`config.mk`:
```
export PLATFORM = sky130hd
export DESIGN_NAME = tmp_prescaler
export DESIGN_NICKNAME = d
export VERILOG_FILES = /design/src/tmp_pkg.sv /design/src/tmp_prescaler.sv
export SDC_FILE = /design/constraint.sdc
export NUM_CORES = 1
export LEC_CHECK = 0
export ABC_CLOCK_PERIOD_IN_PS = 3320
export BUFFER_PORTS_ARGS = -buffer_cell sky130_fd_sc_hd__buf_2
export CAP_MARGIN = 10
export CORE_AREA = 2 2 39 41
export CTS_BUF_LIST = sky130_fd_sc_hd__clkbuf_16
export DETAILED_ROUTE_END_ITERATION = 8
export DIE_AREA = 0 0 41 43
export PLACE_DENSITY = 0.73
export SKIP_CTS_REPAIR_TIMING = 1
export SLEW_MARGIN = 10
export SYNTH_ARGS = -nofsm -noshare
export SYNTH_HDL_FRONTEND = slang
export SYNTH_SLANG_ARGS = --single-unit
```
`constraint.sdc`:
```
create_clock -name ref_clk -period 3.32 [get_ports ref_clk]
set_clock_uncertainty 0.05 [all_clocks]
set_input_delay 0.332 -clock ref_clk [delete_from_list [all_inputs] [get_ports ref_clk]]
set_output_delay 0.332 -clock ref_clk [all_outputs]
set_load 0.005 [all_outputs]
```
`src/tmp_pkg.sv`:
```
// package for the triple-modulus prescaler: counts, modes, state layout
// assumes one design clock; the divided input is sampled on it
package tmp_pkg;

  // prescaler terminal counts (divide by 4 or 5)
  localparam logic [2:0] PRE_TOP_DIV4  = 3'h3;
  localparam logic [2:0] PRE_TOP_DIV5  = 3'h4;
  localparam logic [2:0] PRE_FIRST     = 3'h0;
  // counter terminal counts (16 or 18 prescaler periods)
  localparam logic [4:0] CNT_LAST_16   = 5'h0f;
  localparam logic [4:0] CNT_LAST_18   = 5'h11;
  localparam logic [4:0] CNT_FIRST     = 5'h00;
  // input count 32 is counter 8, prescaler 0
  localparam logic [4:0] CNT_RISE      = 5'h08;
  // whole-cycle moduli, as last input count of a cycle
  localparam logic [6:0] LAST_POS_64   = 7'h3f;
  localparam logic [6:0] LAST_POS_65   = 7'h40;
  localparam logic [6:0] LAST_POS_72   = 7'h47;

  // output edge delay after the input edge
  localparam int OUTPUT_EDGE_DELAY_NS  = 10;
  localparam int REF_CLK_PERIOD_NS     = 8;
  localparam int OUTPUT_EDGE_DELAY_CYC =
    (OUTPUT_EDGE_DELAY_NS / REF_CLK_PERIOD_NS) < 1 ? 1 :
    (OUTPUT_EDGE_DELAY_NS / REF_CLK_PERIOD_NS);

  typedef enum logic [1:0] {
    MODE_DIV64,
    MODE_DIV65,
    MODE_DIV72
  } tmp_mode_type;

  typedef struct packed {
    logic         in_prev;
    logic [2:0]   pre;
    logic [4:0]   cnt;
    logic         out;
    tmp_mode_type mode;
  } tmp_state_type;

  // modulus selects to mode
  function automatic tmp_mode_type mode_of(input logic sel_a,
                                           input logic sel_b);
    if (sel_b) begin
      return MODE_DIV72;
    end else if (sel_a) begin
      return MODE_DIV64;
    end else begin
      return MODE_DIV65;
    end
  endfunction

  function automatic logic [4:0] cnt_last(input tmp_mode_type m);
    return (m == MODE_DIV72) ? CNT_LAST_18 : CNT_LAST_16;
  endfunction

endpackage

```
`src/tmp_prescaler.sv`:
```
// triple-modulus prescaler: divides a sampled input by 64, 65 or 72
// assumes hf_in is synchronous to ref_clk and below half its rate
//
// Operation
// - a divide-by-4/5 prescaler feeds a five-stage synchronous counter.
// - select a high and select b low divides by 64, the normal mode.
// - both selects low divides by 65, prescaler at 5 on the last count only.
// - select b high divides by 72, prescaler by 4 and counter by 18.
// - the counter advances synchronously off the prescaler's terminal count.
// - counting advances only on rising edges of the input.
// - the output falls at the final count, one delay after the input edge.
// - the output rises at input count 32, one delay after the input edge.
// - the state holds indefinitely when no input edges arrive.
`timescale 1ns/1ps
module tmp_prescaler (
  input  wire logic ref_clk,          // design clock, 125 MHz
  input  wire logic rst,              // synchronous reset, active high
  input  wire logic hf_in,            // signal to be divided
  input  wire logic modulus_select_a, // modulus control a
  input  wire logic modulus_select_b, // modulus control b
  output logic      div_out           // divided output
);

  tmp_pkg::tmp_state_type st_r;
  tmp_pkg::tmp_state_type st_nxt;

  logic       in_edge;
  logic       cnt_last_hit;
  logic       pre_wrap;
  logic [2:0] pre_top;

  localparam tmp_pkg::tmp_state_type ST_RESET = '{
    in_prev: 1'b0,
    pre:     tmp_pkg::PRE_FIRST,
    cnt:     tmp_pkg::CNT_FIRST,
    out:     1'b0,
    mode:    tmp_pkg::MODE_DIV64
  };

  always_comb begin
    st_nxt       = st_r;
    st_nxt.in_prev = hf_in;
    in_edge      = hf_in & ~st_r.in_prev;
    cnt_last_hit = (st_r.cnt == tmp_pkg::cnt_last(st_r.mode));
    // extra input period only in the counter's last count
    pre_top      = (st_r.mode == tmp_pkg::MODE_DIV65 && cnt_last_hit) ?
                   tmp_pkg::PRE_TOP_DIV5 : tmp_pkg::PRE_TOP_DIV4;
    pre_wrap     = (st_r.pre == pre_top);
    if (in_edge) begin
      if (pre_wrap) begin
        st_nxt.pre = tmp_pkg::PRE_FIRST;
        if (cnt_last_hit) begin
          st_nxt.cnt  = tmp_pkg::CNT_FIRST;
          // new selects only take hold at a cycle boundary
          st_nxt.mode = tmp_pkg::mode_of(modulus_select_a,
                                         modulus_select_b);
        end else begin
          st_nxt.cnt = st_r.cnt + 5'h01;
        end
      end else begin
        st_nxt.pre = st_r.pre + 3'h1;
      end
    end
    if (in_edge && pre_wrap && cnt_last_hit) begin
      st_nxt.out = 1'b0;
    end else if (in_edge && pre_wrap &&
                 st_r.cnt == tmp_pkg::CNT_RISE - 5'h01) begin
      st_nxt.out = 1'b1;
    end
  end

  // no edge, no change: nothing here decays or times out
  always_ff @(posedge ref_clk) begin
    if (rst) begin
      st_r <= ST_RESET;
    end else begin
      st_r <= st_nxt;
    end
  end

  assign div_out = st_r.out;

  // checking helper: input edges since the last cycle boundary
  // kept apart from the state record so it can never steer the divider
  localparam int         EDGE_DLY = tmp_pkg::OUTPUT_EDGE_DELAY_CYC;
  // count 32 is counter 8 with the prescaler back at zero, four per step
  localparam logic [6:0] RISE_POS = {tmp_pkg::CNT_RISE, 2'h0};

  logic [6:0] pos_r;
  logic       wrap_now;
  logic       rise_now;
  logic       seen_wrap_r;

  assign wrap_now = in_edge && pre_wrap && cnt_last_hit;
  assign rise_now = in_edge && pre_wrap &&
                    st_r.cnt == tmp_pkg::CNT_RISE - 5'h01;

  // the cycle after reset starts from no boundary, so lengths are
  // only judged once a first boundary has passed
  // pos_r wraps at 128, well above the longest cycle of 72 inputs
  always_ff @(posedge ref_clk) begin
    if (rst) begin
      pos_r       <= 7'h00;
      seen_wrap_r <= 1'h0;
    end else if (wrap_now) begin
      pos_r       <= 7'h00;
      seen_wrap_r <= 1'h1;
    end else if (in_edge) begin
      pos_r <= pos_r + 7'h01;
    end
  end
endmodule

```
==> results.sh <==
export IMPL_synth_seq_area_share_pct=33.45
export IMPL_whs_path_depth=2
export IMPL_worstPathRequired_ps=3390
export IMPL_worst_pin_slew_ps=438.2
export IMPL_period_minus_slack_ps=1849
export IMPL_drtPass1Iterations=4
export IMPL_crit_path_start_kind="register"
export IMPL_route_met3_wl_um=84
export IMPL_die_h_um=43
export IMPL_insertion_delay_ps=240
export IMPL_grt_usage_pct=21.29
export IMPL_yosys_warnings=0
export IMPL_grt_overflow=0
export IMPL_cts_buffer_depth=2
export IMPL_endpoint_kind="register"
export IMPL_timing_hold_violations_final=0
export IMPL_synth_flop_cell="dfxtp_1"
export IMPL_drive_above_1_share_pct=15.29
export IMPL_critPathKind="reg2reg"
export IMPL_io_buffers=5
export IMPL_yosys_area_top_type="dfxtp_1"
export IMPL_post_route_util_pct=60.58
export IMPL_initial_core_util_pct=51.90
export IMPL_via_per_inst=6.119
export IMPL_synth_edff_count=0
export IMPL_path_clk_slew_ps=40
export IMPL_routed_top_layer="met4"
export IMPL_yosys_top_cells_area="dfxtp_1, mux2i_1, nand2b_1"
export IMPL_fillCellCount=126
export IMPL_finalSetupTns_ps=0
export IMPL_drt_iter0_markers=7
export IMPL_cts_root_buf="clkbuf_16"
export IMPL_synth_most_common_cell="dfxtp_1"
export IMPL_drc=0
export IMPL_relSlewSlack_pct=69.95
export IMPL_die_area_um2=1763
export IMPL_reg2reg_to="st_r[3]$_SDFFE_PP0P_"
export IMPL_nets=93
export IMPL_min_to="st_r[11]$_SDFF_PP0_"
export IMPL_postRouteAntennaNets=0
export IMPL_synth_top_area_share_pct=33.45
export IMPL_async_reset_ff_share_pct=0
export IMPL_r2r_slack_ps=1470
export IMPL_irDropWorstVdd_uv=332.9
export IMPL_final_period_utilization_pct=55.68
export IMPL_grt_pass1_wl_um=2525
export IMPL_cts_inserted_buffers=3
export IMPL_syn_avg_cell_area_um2=9.327
export IMPL_drv_cap=0
export IMPL_wl_met2_um=751
export IMPL_syn_to_final_growth_pct=16.72
export IMPL_wl_met1_um=663
export IMPL_grt_max_degree=17
export IMPL_gp_congestion=0.7959
export IMPL_core_rowCount=14
export IMPL_fmax_ghz=0.5409
export IMPL_syn_inst=77
export IMPL_setup_violations=0
export IMPL_rsz0062_at_grt="false"
export IMPL_regToRegStartpoint="st_r[6]$_SDFFE_PP0P_"
export IMPL_htree_levels=1
export IMPL_ys_types=34
export IMPL_cp_arrival_ps=1920
export IMPL_antenna_found_initial=0
export IMPL_worstPathMaxFanout=6
export IMPL_hp_start="hf_in"
export IMPL_syn_nets=84
export IMPL_coreArea_um2=1384
export IMPL_detailed_place_hpwl_um=1042
export IMPL_ios=6
export IMPL_cts_tree="yes"
export IMPL_diodes=0
export IMPL_finalMaxSlewViolations=0
export IMPL_p_leak_uw=0.0003148
export IMPL_num_vias=618
export IMPL_grt_pass1_vias=595
export IMPL_p_per_area_nw_per_um2=467.9
export IMPL_routed_wl_um=1516
export IMPL_synth_seq_cells=12
export IMPL_routedWlPerCell_um=15.01
export IMPL_reg2reg_depth=4
export IMPL_status="finished, final reports clean"
export IMPL_clock_sinks=12
export IMPL_synth_area_um2=718.2
export IMPL_die_x_um=41
export IMPL_hold_class="in2reg"
metal layers:
metal	up-vias	track usage (%)
met5	-	0
met4	0	8.000
met3	4	6.283
met2	20	33.13
met1	289	26.47
li1	305	-
cells in the final DEF (no fill, tap or decap), types with 2 or more instances in the layout:
cell type / Yosys / routed
o22ai_1: 2 / 2
dfxtp_1: 12 / 12
nand2_1: 4 / 4
nand3b_1: 2 / 2
inv_1: 2 / 2
ha_1: 2 / 2
o21ai_0: 2 / 2
nor2b_1: 5 / 5
buf_2: 0 / 5
mux2i_1: 5 / 5
o2111ai_1: 2 / 2
nor2_1: 5 / 5
clkbuf_16: 0 / 3
mux2_1: 2 / 2
nand2b_1: 5 / 5
a21oi_1: 3 / 3
nor3_1: 5 / 5
worst max-delay path by stage:
stage | start | to | slack (ps) | cells past startpoint
after floorplan | st_r[7]$_SDFFE_PP0P_ | st_r[3]$_SDFFE_PP0P_ | 1640 | 4
after global placement | st_r[6]$_SDFFE_PP0P_ | st_r[3]$_SDFFE_PP0P_ | 1520 | 4
after detailed placement | st_r[7]$_SDFFE_PP0P_ | st_r[3]$_SDFFE_PP0P_ | 1500 | 4
after CTS | st_r[6]$_SDFFE_PP0P_ | st_r[3]$_SDFFE_PP0P_ | 1480 | 4
after global routing | st_r[6]$_SDFFE_PP0P_ | st_r[3]$_SDFFE_PP0P_ | 1400 | 4
final | st_r[6]$_SDFFE_PP0P_ | st_r[3]$_SDFFE_PP0P_ | 1470 | 4
sequential cells by signal, summed over array words and instances, names as in the netlist:
name     count
st_r        11
div_out      1
where the power goes:
group	switching (µW)	leakage (µW)	internal [µW]
logic	11.4	0.000179	7.76
registers	3.98	0.0000972	148
clock network	62.8	0.0000385	159
total	78.1	0.000315	314
final cells by class:
cell class / instances / area, µm² / area share [%]
well taps: 16 / 20.02 / 2.388
inverters: 2 / 7.507 / 0.8955
repair buffers: 5 / 25.02 / 2.985
multi-input cells: 62 / 466.7 / 55.67
clock inverters: 1 / 3.754 / 0.4478
flip-flops and latches: 12 / 240.2 / 28.66
clock buffers: 3 / 75.07 / 8.955
logic make-up (layout without fill, tap and decap cells):
family | count (synthesis) | after routing | synth area share, %
flip-flops | 12 | 12 | 33.45
AO/OA/AOI/OAI | 14 | 14 | 13.42
AND/OR/NAND/NOR | 36 | 36 | 33.97
buffers and inverters | 3 | 11 | 1.568
XOR/XNOR | 2 | 2 | 2.439
adder cells (fa/ha/maj) | 2 | 2 | 3.484
multiplexers | 8 | 8 | 11.67
through the flow:
| stage | instances | setup slack, ps | total power [µW] | cell area, µm² | hold WS (ps) |
|---|---|---|---|---|---|
| final | 101 | 1471 | 392.2 | 838.3 | 304.8 |
| after global routing | 101 | 1396 | 403.5 | 838.3 | 326.7 |
| after CTS | 101 | 1481 | 393.0 | 838.3 | 309.4 |
| after detailed placement | 97 | 1500 | 173.1 | 759.5 | 451.8 |
| after global placement | 97 | 1521 | 172.8 | 759.5 | 453.1 |
| after floorplan | 77 | 1641 | 166.6 | 718.2 | 410.2 |
worst max-delay path, cell delays in order (launching register included):
cell and delay, ps:
dfxtp_1 440, nand4bb_1 220, or3b_1 430, a21oi_2 250, mux2_1 340
(Power assumes the default switching activity.)
